[src/shared/gsre_consts.vh]
/*
 constants for the send/receive transfer engine: status bit positions,
 selector fields, default terminator characters and timing counts.
 assumes inclusion by bare name from the verilog/ design files.
*/
`ifndef GSRE_CONSTS_VH
`define GSRE_CONSTS_VH

// ========================================
// status bit positions
`define GSRE_ST_EOT_BIT 5
`define GSRE_ST_TMO_BIT 3
`define GSRE_ST_NLS_BIT 1
`define GSRE_ST_NCT_BIT 1
`define GSRE_ST_ADR_BIT 0

// ========================================
// field positions
`define GSRE_ADR_SEL_HI 7
`define GSRE_ADR_SEL_LO 6
`define GSRE_ADR_ZERO_BIT 5
`define GSRE_TRM_ENA_BIT 2
`define GSRE_MAX_ADDR 5'h1E

// ========================================
// bus command bytes
`define GSRE_CMD_UNL 8'h3F
`define GSRE_CMD_LAG 8'h20
`define GSRE_CMD_TAG 8'h40

// ========================================
// default terminator characters
`define GSRE_CH_LF 8'h0A
`define GSRE_CH_CR 8'h0D
`define GSRE_CH_COMMA 8'h2C
`define GSRE_CH_SEMI 8'h3B

// ========================================
// timing
`define GSRE_CLK_NS 10
`define GSRE_TMO_US 10000
`define GSRE_TMO_CYC ((`GSRE_TMO_US * 1000) / `GSRE_CLK_NS)

`endif

[src/verilog/gsre_engine.v]
/*
 gpib send/receive engine: array receive into a fifo, addressed send from a
 fifo with selectable terminator sequence, board number selection.
 assumes host strobes on mclk; bus handshake pins are asynchronous and are
 synchronised here; open collector pins are in/out/oe triples except atn (out/oe only), oe low = drive.
*/
// Contract
// RULE_01: receive status: eot bit5, timeout bit3, notlistener bit1
// RULE_02: eot set on eoi or terminator only
// RULE_03: successful receive may report nonzero status
// RULE_04: timeout sets timeout flag in status
// RULE_05: receive unaddressed as listener sets notlistener
// RULE_06: host addresses board to listen first
// RULE_07: send: address listener, become talker, transmit (code sends UNL and listen address, then data; no talk address byte)
// RULE_08: address byte: addr 4:0, bit5 zero, selector 7:6
// RULE_09: selector picks one of four configurable sequences
// RULE_10: adding 64/128/192 selects terminator 1/2/3
// RULE_11: target addresses limited to 0..30
// RULE_12: send status: timeout bit3, notctrl bit1, badaddr bit0
// RULE_13: send while not controller sets notctrl
// RULE_14: board number 0..3 tied to base
// RULE_15: host assigns board numbers before selecting
// RULE_16: term bit2 enables char match, bits1:0 select
// RULE_17: stop on max count, terminator, or eoi
// RULE_18: stalled handshake aborts, count kept
`timescale 1ns/1ps
`default_nettype none
`include "gsre_consts.vh"

module gsre_engine #(
	parameter TMO_CYC = `GSRE_TMO_CYC,
	parameter FIFO_DEPTH = 8,
	parameter FIFO_AW = 3
) (
	// clock and reset
	input wire mclk,
	input wire nrst,
	// board selection
	input wire [1:0] board_number,
	input wire [1:0] board_select_id,
	input wire board_select_strobe,
	output wire board_active,
	// bus role status
	input wire is_listener,
	input wire is_controller,
	// receive command
	input wire array_receive_call,
	input wire [7:0] rcv_term,
	input wire [15:0] rcv_max_len,
	output wire rx_valid,
	input wire rx_ready,
	output wire [7:0] rx_data,
	// send command
	input wire send_call,
	input wire [7:0] send_addr,
	input wire [7:0] tx_char_in,
	input wire tx_char_valid,
	output wire tx_char_ready,
	input wire tx_char_last,
	// terminator configuration
	input wire [31:0] in_term_chars,
	input wire send_terminator_config_call,
	input wire [2:0] cfg_index,
	input wire [1:0] cfg_len,
	input wire [15:0] cfg_chars,
	// completion
	output wire busy,
	output wire done,
	output wire [7:0] status,
	output wire [15:0] xfer_count,
	// gpib data and handshake pins
	input wire [7:0] dio_in,
	output wire [7:0] dio_out,
	output wire [7:0] dio_oe_n,
	input wire dav_in,
	output wire dav_out,
	output wire dav_oe_n,
	input wire nrfd_in,
	output wire nrfd_out,
	output wire nrfd_oe_n,
	input wire ndac_in,
	output wire ndac_out,
	output wire ndac_oe_n,
	input wire eoi_in,
	output wire eoi_out,
	output wire eoi_oe_n,
	output wire atn_out,
	output wire atn_oe_n
);

	localparam S_IDLE = 4'h0;
	localparam S_RX_WAIT = 4'h1;
	localparam S_RX_ACK = 4'h2;
	localparam S_RX_REL = 4'h3;
	localparam S_TX_LOAD = 4'h4;
	localparam S_TX_RDY = 4'h5;
	localparam S_TX_DAV = 4'h6;
	localparam S_TX_ACC = 4'h7;
	localparam S_DONE = 4'h8;

	// ========================================
	// pin synchronisers
	wire [11:0] pins_s;
	gsre_sync #(.W(12)) u_sync (
		.mclk(mclk),
		.nrst(nrst),
		.async_in({eoi_in, ndac_in, nrfd_in, dav_in, dio_in}),
		.sync_out(pins_s)
	);
	wire [7:0] dio_s = pins_s[7:0];
	wire dav_s = pins_s[8];
	wire nrfd_s = pins_s[9];
	wire ndac_s = pins_s[10];
	wire eoi_s = pins_s[11];

	// ========================================
	// registers
	reg [3:0] st_q;
	reg mode_tx_q;
	reg [1:0] board_q;
	reg [7:0] status_q;
	reg done_q;
	reg [15:0] cnt_q;
	reg [15:0] max_q;
	reg [2:0] rterm_q;
	reg [7:0] send_q;
	reg [2:0] phase_q;
	reg [1:0] tidx_q;
	reg [7:0] txb_q;
	reg txeoi_q;
	reg txatn_q;
	reg [31:0] tmo_q;
	reg [1:0] olen_q [0:3];
	reg [15:0] ochr_q [0:3];
	reg [7:0] rxb_q;
	reg rxpush_q;

	wire fifo_in_ready;
	wire fifo_out_valid;
	wire [7:0] fifo_out_data;
	reg fifo_pop;

	// ========================================
	// functions
	function [7:0] term_char;
		input [31:0] chars;
		input [1:0] idx;
		begin
			term_char = chars[idx*8 +: 8];
		end
	endfunction

	function addr_bad;
		input [7:0] a;
		begin
			addr_bad = a[`GSRE_ADR_ZERO_BIT] || (a[4:0] > `GSRE_MAX_ADDR); // RULE_08 RULE_11
		end
	endfunction

	// ========================================
	// board selection
	assign board_active = (board_q == board_number); // RULE_14

	// ========================================
	// fifo in data path
	gsre_fifo #(.W(8), .DEPTH(FIFO_DEPTH), .AW(FIFO_AW)) u_fifo (
		.mclk(mclk),
		.nrst(nrst),
		.flush(mode_tx_q && st_q == S_DONE),
		.in_valid(mode_tx_q ? tx_char_valid && tx_char_ready : rxpush_q),
		.in_ready(fifo_in_ready),
		.in_data(mode_tx_q ? tx_char_in : rxb_q),
		.out_valid(fifo_out_valid),
		.out_ready(fifo_pop),
		.out_data(fifo_out_data)
	);

	assign tx_char_ready = mode_tx_q && st_q != S_IDLE && st_q != S_DONE && fifo_in_ready;
	assign rx_valid = !mode_tx_q && fifo_out_valid;
	assign rx_data = fifo_out_data;

	wire [7:0] cur_term = term_char(in_term_chars, rterm_q[1:0]);
	wire [1:0] sel = send_q[`GSRE_ADR_SEL_HI:`GSRE_ADR_SEL_LO]; // RULE_09 RULE_10
	wire [15:0] seq_chars = ochr_q[sel];
	wire [1:0] seq_len = olen_q[sel];
	wire tmo_hit = (tmo_q >= TMO_CYC - 1);

	always @*
	begin
		fifo_pop = 1'b0;
		if (!mode_tx_q)
			fifo_pop = rx_ready;
		else if (st_q == S_TX_LOAD && phase_q == 3'h2 && fifo_out_valid)
			fifo_pop = 1'b1;
	end

	// ========================================
	// main sequencer
	integer k;
	always @(posedge mclk or negedge nrst)
	begin
		if (!nrst)
		begin
			st_q <= S_IDLE;
			mode_tx_q <= 1'b0;
			board_q <= 2'h0;
			status_q <= 8'h00;
			done_q <= 1'b0;
			cnt_q <= 16'h0000;
			max_q <= 16'h0000;
			rterm_q <= 3'h0;
			send_q <= 8'h00;
			phase_q <= 3'h0;
			tidx_q <= 2'h0;
			txb_q <= 8'h00;
			txeoi_q <= 1'b0;
			txatn_q <= 1'b0;
			tmo_q <= 32'h00000000;
			rxb_q <= 8'h00;
			rxpush_q <= 1'b0;
			for (k = 0; k < 4; k = k + 1)
			begin
				olen_q[k] <= 2'h0;
				ochr_q[k] <= 16'h0000;
			end
			olen_q[0] <= 2'h1; // RULE_09
			ochr_q[0] <= {8'h00, `GSRE_CH_LF};
			olen_q[1] <= 2'h2;
			ochr_q[1] <= {`GSRE_CH_LF, `GSRE_CH_CR};
			olen_q[2] <= 2'h1;
			ochr_q[2] <= {8'h00, `GSRE_CH_CR};
			olen_q[3] <= 2'h2;
			ochr_q[3] <= {`GSRE_CH_CR, `GSRE_CH_LF};
		end
		else
		begin
			done_q <= 1'b0;
			rxpush_q <= 1'b0;
			if (board_select_strobe)
				board_q <= board_select_id; // RULE_14
			if (send_terminator_config_call && st_q == S_IDLE)
			begin
				olen_q[cfg_index[1:0]] <= cfg_len; // RULE_09
				ochr_q[cfg_index[1:0]] <= cfg_chars;
			end
			if (st_q == S_IDLE || st_q == S_DONE)
				tmo_q <= 32'h00000000;
			else if (st_q == S_RX_WAIT || st_q == S_RX_REL || st_q == S_TX_RDY || st_q == S_TX_ACC)
				tmo_q <= tmo_q + 1'b1;
			else
				tmo_q <= 32'h00000000;
			case (st_q)
			S_IDLE:
			begin
				if (board_active && array_receive_call)
				begin
					mode_tx_q <= 1'b0;
					cnt_q <= 16'h0000;
					max_q <= rcv_max_len;
					rterm_q <= rcv_term[2:0]; // RULE_16
					if (!is_listener)
					begin
						status_q <= 8'h01 << `GSRE_ST_NLS_BIT; // RULE_05 RULE_01
						st_q <= S_DONE;
					end
					else
					begin
						status_q <= 8'h00;
						st_q <= (rcv_max_len == 16'h0000) ? S_DONE : S_RX_WAIT;
					end
				end
				else if (board_active && send_call)
				begin
					mode_tx_q <= 1'b1;
					cnt_q <= 16'h0000;
					send_q <= send_addr;
					phase_q <= 3'h0;
					tidx_q <= 2'h0;
					status_q <= 8'h00;
					if (!is_controller)
					begin
						status_q <= 8'h01 << `GSRE_ST_NCT_BIT; // RULE_13 RULE_12
						st_q <= S_DONE;
					end
					else if (addr_bad(send_addr))
					begin
						status_q <= 8'h01 << `GSRE_ST_ADR_BIT; // RULE_12
						st_q <= S_DONE;
					end
					else
						st_q <= S_TX_LOAD;
				end
			end
			S_RX_WAIT:
			begin
				if (tmo_hit)
				begin
					status_q <= 8'h01 << `GSRE_ST_TMO_BIT; // RULE_18 RULE_04
					st_q <= S_DONE;
				end
				else if (dav_s && fifo_in_ready)
				begin
					rxb_q <= dio_s;
					st_q <= S_RX_ACK;
				end
			end
			S_RX_ACK:
			begin
				cnt_q <= cnt_q + 1'b1;
				rxpush_q <= 1'b1;
				if (eoi_s || (rterm_q[`GSRE_TRM_ENA_BIT] && rxb_q == cur_term))
					status_q <= 8'h01 << `GSRE_ST_EOT_BIT; // RULE_02 RULE_03 RULE_17
				else if (cnt_q + 1'b1 == max_q)
					status_q <= 8'h00; // RULE_02 RULE_17
				st_q <= S_RX_REL;
			end
			S_RX_REL:
			begin
				if (tmo_hit)
				begin
					status_q <= 8'h01 << `GSRE_ST_TMO_BIT; // RULE_04
					st_q <= S_DONE;
				end
				else if (!dav_s)
					st_q <= (status_q[`GSRE_ST_EOT_BIT] || cnt_q == max_q) ? S_DONE : S_RX_WAIT; // RULE_17
			end
			S_TX_LOAD:
			begin
				st_q <= S_TX_RDY;
				txeoi_q <= 1'b0;
				txatn_q <= 1'b0;
				case (phase_q)
				3'h0:
				begin
					txb_q <= `GSRE_CMD_UNL; // RULE_07
					txatn_q <= 1'b1;
				end
				3'h1:
				begin
					txb_q <= `GSRE_CMD_LAG | {3'h0, send_q[4:0]}; // RULE_07 RULE_08
					txatn_q <= 1'b1;
				end
				3'h2:
				begin
					if (fifo_out_valid)
						txb_q <= fifo_out_data; // RULE_07
					else if (tx_char_last && !tx_char_valid)
					begin
						phase_q <= 3'h3;
						tidx_q <= 2'h0;
						st_q <= S_TX_LOAD;
					end
					else
						st_q <= S_TX_LOAD;
				end
				default:
				begin
					if (tidx_q >= seq_len)
						st_q <= S_DONE;
					else
					begin
						txb_q <= seq_chars[tidx_q[0]*8 +: 8]; // RULE_09
						txeoi_q <= (tidx_q + 1'b1 == seq_len);
					end
				end
				endcase
			end
			S_TX_RDY:
			begin
				if (tmo_hit)
				begin
					status_q <= 8'h01 << `GSRE_ST_TMO_BIT; // RULE_18 RULE_04
					st_q <= S_DONE;
				end
				else if (!nrfd_s)
					st_q <= S_TX_DAV;
			end
			S_TX_DAV:
				st_q <= S_TX_ACC;
			S_TX_ACC:
			begin
				if (tmo_hit)
				begin
					status_q <= 8'h01 << `GSRE_ST_TMO_BIT; // RULE_18 RULE_04
					st_q <= S_DONE;
				end
				else if (!ndac_s)
				begin
					st_q <= S_TX_LOAD;
					if (phase_q < 3'h2)
						phase_q <= phase_q + 1'b1;
					else if (phase_q == 3'h2)
						cnt_q <= cnt_q + 1'b1;
					else
						tidx_q <= tidx_q + 1'b1;
				end
			end
			S_DONE:
			begin
				done_q <= 1'b1;
				st_q <= S_IDLE;
			end
			default:
				st_q <= S_IDLE;
			endcase
		end
	end

	// ========================================
	// outputs
	wire rx_act = !mode_tx_q && (st_q == S_RX_WAIT || st_q == S_RX_ACK || st_q == S_RX_REL);
	wire tx_act = mode_tx_q && (st_q == S_TX_RDY || st_q == S_TX_DAV || st_q == S_TX_ACC);
	assign busy = (st_q != S_IDLE);
	assign done = done_q;
	assign status = status_q;
	assign xfer_count = cnt_q; // RULE_18
	assign dio_out = txb_q;
	assign dio_oe_n = tx_act ? 8'h00 : 8'hFF;
	assign dav_out = (st_q == S_TX_ACC);
	assign dav_oe_n = !tx_act;
	assign eoi_out = txeoi_q;
	assign eoi_oe_n = !tx_act;
	assign atn_out = txatn_q && tx_act;
	assign atn_oe_n = !(mode_tx_q && busy);
	assign nrfd_out = !(st_q == S_RX_WAIT && fifo_in_ready);
	assign nrfd_oe_n = !rx_act;
	assign ndac_out = !(st_q == S_RX_REL);
	assign ndac_oe_n = !rx_act;

endmodule // gsre_engine

`default_nettype wire

[src/verilog/gsre_fifo.v]
/*
 flip-flop fifo with valid/ready on both sides.
 assumes a single clock mclk and active low asynchronous reset.
*/
`timescale 1ns/1ps
`default_nettype none

module gsre_fifo #(
	parameter W = 8,
	parameter DEPTH = 8,
	parameter AW = 3
) (
	// clock and reset
	input wire mclk,
	input wire nrst,
	input wire flush,
	// write side
	input wire in_valid,
	output wire in_ready,
	input wire [W-1:0] in_data,
	// read side
	output wire out_valid,
	input wire out_ready,
	output wire [W-1:0] out_data
);

	reg [W-1:0] mem_q [0:DEPTH-1];
	reg [AW-1:0] wp_q;
	reg [AW-1:0] rp_q;
	reg [AW:0] cnt_q;
	wire push;
	wire pop;
	integer i;

	assign in_ready = (cnt_q != DEPTH[AW:0]);
	assign out_valid = (cnt_q != {(AW+1){1'b0}});
	assign push = in_valid && in_ready;
	assign pop = out_valid && out_ready;
	assign out_data = mem_q[rp_q];

	always @(posedge mclk or negedge nrst)
	begin
		if (!nrst)
		begin
			wp_q <= {AW{1'b0}};
			rp_q <= {AW{1'b0}};
			cnt_q <= {(AW+1){1'b0}};
			for (i = 0; i < DEPTH; i = i + 1)
				mem_q[i] <= {W{1'b0}};
		end
		else if (flush)
		begin
			wp_q <= {AW{1'b0}};
			rp_q <= {AW{1'b0}};
			cnt_q <= {(AW+1){1'b0}};
		end
		else
		begin
			if (push)
			begin
				mem_q[wp_q] <= in_data;
				wp_q <= (wp_q == DEPTH[AW-1:0] - 1'b1) ? {AW{1'b0}} : wp_q + 1'b1;
			end
			if (pop)
				rp_q <= (rp_q == DEPTH[AW-1:0] - 1'b1) ? {AW{1'b0}} : rp_q + 1'b1;
			if (push && !pop)
				cnt_q <= cnt_q + 1'b1;
			else if (pop && !push)
				cnt_q <= cnt_q - 1'b1;
		end
	end

endmodule // gsre_fifo

`default_nettype wire

[src/verilog/gsre_sync.v]
/*
 two flip-flop synchroniser for a vector of pin inputs.
 assumes a single clock mclk and active low asynchronous reset.
*/
`timescale 1ns/1ps
`default_nettype none

module gsre_sync #(
	parameter W = 1
) (
	// clock and reset
	input wire mclk,
	input wire nrst,
	// data
	input wire [W-1:0] async_in,
	output wire [W-1:0] sync_out
);

	reg [W-1:0] meta_q;
	reg [W-1:0] sync_q;

	always @(posedge mclk or negedge nrst)
	begin
		if (!nrst)
		begin
			meta_q <= {W{1'b0}};
			sync_q <= {W{1'b0}};
		end
		else
		begin
			meta_q <= async_in;
			sync_q <= meta_q;
		end
	end

	assign sync_out = sync_q;

endmodule // gsre_sync

`default_nettype wire
[config.mk]
export PLATFORM = sky130hd
export DESIGN_NAME = gsre_engine
export DESIGN_NICKNAME = d
export VERILOG_FILES = /design/src/verilog/gsre_engine.v /design/src/verilog/gsre_fifo.v /design/src/verilog/gsre_sync.v
export VERILOG_INCLUDE_DIRS = /design/src /design/src/shared
export SDC_FILE = /design/constraint.sdc
export NUM_CORES = 1
export LEC_CHECK = 0
export BUFFER_PORTS_ARGS = -buffer_cell sky130_fd_sc_hd__buf_4
export CAP_MARGIN = 20
export CORE_MARGIN = 1
export CORE_UTILIZATION = 35
export CTS_CLUSTER_DIAMETER = 200
export DETAILED_ROUTE_END_ITERATION = 16
export PLACE_DENSITY = 0.6
export REMOVE_ABC_BUFFERS = 1
export SYNTH_ARGS = -nofsm -noshare
export SYNTH_HDL_FRONTEND = slang
export SYNTH_SLANG_ARGS = --single-unit
export TNS_END_PERCENT = 50
[constraint.sdc]
create_clock -name mclk -period 3.88 [get_ports mclk]
set_input_delay 0.776 -clock mclk [delete_from_list [all_inputs] [get_ports mclk]]
set_output_delay 0.776 -clock mclk [all_outputs]
set_load 0.05 [all_outputs]
==> qor.txt <==
====================================================================================================
Final count of negative-setup-slack endpoints .........................................            0
Synth Warn # ..........................................................................            0
Register share of total power .........................................................        35.2%
Clock H-tree levels ...................................................................            2
Combinational group share of total power ..............................................        40.4%
Number of buffers added to fix hold violations after cts ..............................            0
Buffer count from post-CTS setup fixing ...............................................            0
Length of the first detailed-routing pass in iterations ...............................            5
Placed wire-length estimate after detailed placement ..................................     24.51 mm
Final Hold Viols ......................................................................            0
Areal power density over the cells .................................................... 823.8 mW/mm²
Share of the synthesized area in the top cell type ....................................       47.40%
Cells along the critical path ......................................................... or2_1 > nor3b_1 > nor3_1 > buf_4
Drt total wl ..........................................................................     34.88 mm
Die ar. ...............................................................................  0.04017 mm²
R2r setup slk .........................................................................      0.68 ns
Relative area change from synthesis to final layout ...................................       22.17%
Clock-pin slew reported for the worst setup and hold paths after clock tree synthesis .      0.06 ns
Wire length of the first global-routing pass ..........................................     56.01 mm
Worst reg2reg path depth ..............................................................           14
Fraction of the cycle the final worst path needs ......................................       85.87%
Total CTS buffers .....................................................................           34
Final standard cell area without fillers ..............................................  0.01683 mm²
Distinct cell type count of the synthesized netlist ...................................           73
Vert. Die Dim .........................................................................     200.4 µm
Clock insertion delay at the later pin of the skew report .............................      0.51 ns
CP Capture Type ....................................................................... primary output
Number of standard-cell rows in the floorplan .........................................           72
Width of the die ......................................................................     200.4 µm
Post-detailed-route wirelength per cell ...............................................     18.05 µm
Cell-internal power ...................................................................     8.669 mW
Final instance count without filler cells .............................................         1932
Number of antenna cells inserted ......................................................            0
Most numerous cell in the Yosys netlist ............................................... sky130_fd_sc_hd__dfrtp_1
Initial core utilization ..............................................................       35.57%
Final Skew ............................................................................   0.01196 ns
Seq cells post-synth ..................................................................          280
Endpoint of the most critical setup path .............................................. tx_char_ready
Final global-route overflow total .....................................................            0
Ratio of routed vias to standard cells ................................................        5.125
Post-DRT Antenna Nets .................................................................            0
Vias after detailed routing ...........................................................         9902
Switching part of the total power .....................................................       37.50%
Summed instance area of the synthesized netlist .......................................  0.01378 mm²
Number of global-route vias before repair .............................................        10020
Result of the run ..................................................................... finished clean
Total of buffers placed on input and output ports .....................................          172
Fraction of synthesis flops using an asynchronous set or reset pin ....................       100.0%
Drt drc ...............................................................................            0
Critical-path top delay cell .......................................................... sky130_fd_sc_hd__nor3b_1
Total global routing track utilization ................................................       17.58%
Leading area contributor after synthesis .............................................. sky130_fd_sc_hd__dfrtp_1
Maximum resistive drop on vdd .........................................................     278.1 µV
Post-cts resize count .................................................................            0
Crit path launch ......................................................................      st_q[0]
Cell Count Post-Placement .............................................................         1871
RR Endpoint ........................................................................... u_fifo.cnt_q[3]
Ratio of cells with drive above 1 in the final layout .................................       32.11%
Critical Path Source Type .............................................................    flip-flop
Clk Tree Root Cell .................................................................... sky130_fd_sc_hd__clkbuf_16
Post-Synthesis Cells ..................................................................         1222
Detailed Route Iter0 Violations .......................................................          594
Final worst path period need ..........................................................     3.332 ns
Post-synth EDFFs ......................................................................            0
Number of maximum-capacitance constraint violations ...................................            0
Final slew viol count .................................................................            0
Clock tree from TritonCTS .............................................................        built
Maximum buffer depth of the clock tree ................................................            3
Cell types with the largest area share after synthesis ................................ sky130_fd_sc_hd__dfrtp_1 47%, sky130_fd_sc_hd__mux2_2 9.7%, sky130_fd_sc_hd__mux4_2 6.7%
Maximum operating frequency ...........................................................   0.3002 GHz
Worst slew margin .....................................................................       34.41%
DP Area ...............................................................................  0.01562 mm²
Gpl congestion ........................................................................       0.8711
Count of clock tree sinks .............................................................          280
Slew of the pin with the lowest slew margin ...........................................    0.9814 ns
Switch Pwr ............................................................................     5.201 mW
Core box area .........................................................................  0.03874 mm²
Leakage power figure ..................................................................     7.289 nW
Delay of the slowest critical-path stage ..............................................      0.75 ns
Arrival time at the worst endpoint ....................................................      2.56 ns
Clock network fraction of total power .................................................        24.4%
Most frequent cells after synthesis ................................................... 261 x sky130_fd_sc_hd__dfrtp_1, 123 x sky130_fd_sc_hd__nor2_1, 119 x sky130_fd_sc_hd__mux2_2, 113 x sky130_fd_sc_hd__nand2_1, 69 x sky130_fd_sc_hd__o21ai_0
Prevailing post-synth register cell ................................................... sky130_fd_sc_hd__dfrtp_1
Count of nets after finishing .........................................................         1525
Worst Hold Class ...................................................................... primary input to asynchronous set/reset pin
Average cell area after synthesis .....................................................    11.28 µm²
Setup repair after global routing missed its margin ...................................           no
Sequential area share after synthesis .................................................       51.02%
Reg-to-Reg Start ......................................................................   phase_q[0]
Number of antenna violations at the first check in global routing .....................            0
Critical path data required time ......................................................      3.10 ns
Crit Path Max Fanout ..................................................................           14
Boundary Pins .........................................................................          183
Maximum number of pins on one net before global-route repair ..........................           78
Category of the most critical setup path .............................................. flip-flop to primary output
====================================================================================================
[cells in the final DEF (no fill, tap or decap), types with 4 or more instances in the layout]
cell type / netlist / final
sky130_fd_sc_hd__and2_1: 7 / 7
sky130_fd_sc_hd__nor3_1: 10 / 10
sky130_fd_sc_hd__buf_4: 16 / 196
sky130_fd_sc_hd__nand2_1: 113 / 113
sky130_fd_sc_hd__mux2_2: 119 / 119
sky130_fd_sc_hd__bufinv_16: 0 / 5
sky130_fd_sc_hd__a31oi_1: 7 / 7
sky130_fd_sc_hd__xor2_1: 37 / 37
sky130_fd_sc_hd__conb_1: 1 / 4
sky130_fd_sc_hd__clkbuf_16: 0 / 35
sky130_fd_sc_hd__clkbuf_8: 0 / 9
sky130_fd_sc_hd__mux2i_1: 13 / 13
sky130_fd_sc_hd__nand4_1: 20 / 20
sky130_fd_sc_hd__clkbuf_1: 35 / 7
sky130_fd_sc_hd__or3_1: 13 / 13
sky130_fd_sc_hd__dfstp_2: 19 / 19
sky130_fd_sc_hd__nor2_1: 123 / 123
sky130_fd_sc_hd__inv_1: 23 / 23
sky130_fd_sc_hd__o21ai_0: 69 / 69
sky130_fd_sc_hd__nor2b_1: 9 / 9
sky130_fd_sc_hd__dfrtp_1: 261 / 261
sky130_fd_sc_hd__o31ai_1: 5 / 5
sky130_fd_sc_hd__mux4_2: 41 / 41
sky130_fd_sc_hd__xnor2_1: 37 / 37
sky130_fd_sc_hd__nor4_1: 17 / 16
sky130_fd_sc_hd__a311oi_1: 6 / 6
sky130_fd_sc_hd__nand4b_1: 4 / 4
sky130_fd_sc_hd__nand3_1: 29 / 29
sky130_fd_sc_hd__a21oi_1: 65 / 65
sky130_fd_sc_hd__nand2b_1: 8 / 8
sky130_fd_sc_hd__and4_1: 5 / 5
sky130_fd_sc_hd__ha_1: 15 / 15
sky130_fd_sc_hd__and3_1: 7 / 7
[registers in the layout, summed over array words and instances, names as in the netlist, 2 cells and up]
name / cells
ochr_q: 64
u_fifo.mem_q: 64
tmo_q: 32
max_q: 16
xfer_count: 16
u_sync.meta_q: 12
u_sync.sync_out: 12
dio_out: 8
olen_q: 8
rxb_q: 8
send_q: 7
st_q: 4
status: 4
u_fifo.cnt_q: 4
phase_q: 3
rterm_q: 3
u_fifo.rp_q: 3
u_fifo.wp_q: 3
board_q: 2
tidx_q: 2
[worst min path at each step]
stage,to,cells after the start,from
2_1_floorplan,u_sync.sync_out[0],0,u_sync.meta_q[0]
3_3_place_gp,u_sync.sync_out[5],0,u_sync.meta_q[5]
3_5_place_dp,u_sync.sync_out[0],0,u_sync.meta_q[0]
4_1_cts,max_q[14],1,nrst
5_1_grt,xfer_count[8],1,nrst
6_report,max_q[14],1,nrst
[power groups by stage]
| stage | registers [mW] | logic [mW] | clock network, mW |
|---|---|---|---|
| 2_1_floorplan | 4.99 | 3.71 | 0 |
| 3_3_place_gp | 4.87 | 5.52 | 0 |
| 5_1_grt | 5.04 | 6.09 | 3.60 |
| 4_1_cts | 4.88 | 5.66 | 3.48 |
| 6_report | 4.88 | 5.60 | 3.39 |
| 3_5_place_dp | 4.93 | 5.64 | 0 |
[logic make-up (layout without fill, tap and decap cells)]
family	count (synthesis)	count (layout)	share of synthesized area, %
adders and majority gates	16	16	1.507
other	1	4	0.02721
and+or+nand+nor	391	391	13.81
muxes	174	174	17.48
buffers and inverters	96	285	3.251
xor gates and xnor gates	74	74	4.704
DFF	280	280	51.02
AOI/OAI and AO/OA	190	190	8.200
[stage by stage]
stage | utilization [%] | power, mW | worst slack, ns | hold WS, ns | TNS (ns)
after floorplan | - | 8.700 | -3.757 | 0.3312 | -16.06
after global placement | 40.32 | 10.39 | 0.7861 | 0.3338 | 0
after detailed placement | 40.32 | 10.57 | 0.7051 | 0.3347 | 0
after CTS | 43.46 | 14.02 | 0.5583 | 0.2533 | 0
after global routing | 43.46 | 14.74 | 0.4556 | 0.2719 | 0
final | 43.46 | 13.87 | 0.5484 | 0.2336 | 0
[cell type report]
class | count | area [µm²]
Sequential cell | 280 | 7030
Tap cell | 518 | 648.1
Multi-Input combinational cell | 849 | 6319
Inverter | 25 | 93.84
Clock buffer | 51 | 1026
Fill cell | 3655 | 21900
Clock inverter | 10 | 191.4
Timing Repair Buffer | 199 | 1526
[worst max-delay path, delay by kind of cell, from the launching register on]
kind / cells / cell delay (ns)
and+or+nand+nor: 3 / 1.26
DFF: 1 / 0.54
buffers and inverters: 1 / 0.24
[metal layers]
metal / wire length (µm) / global-route usage, % / vias to the layer above
met5: 0 / 0 / -
met4: 661 / 4.716 / 0
met3: 2102 / 3.994 / 47
met2: 16530 / 27.75 / 235
met1: 15580 / 24.31 / 4922
li1: - / - / 4698
Note: power is estimated with default switching activity, not from simulation.
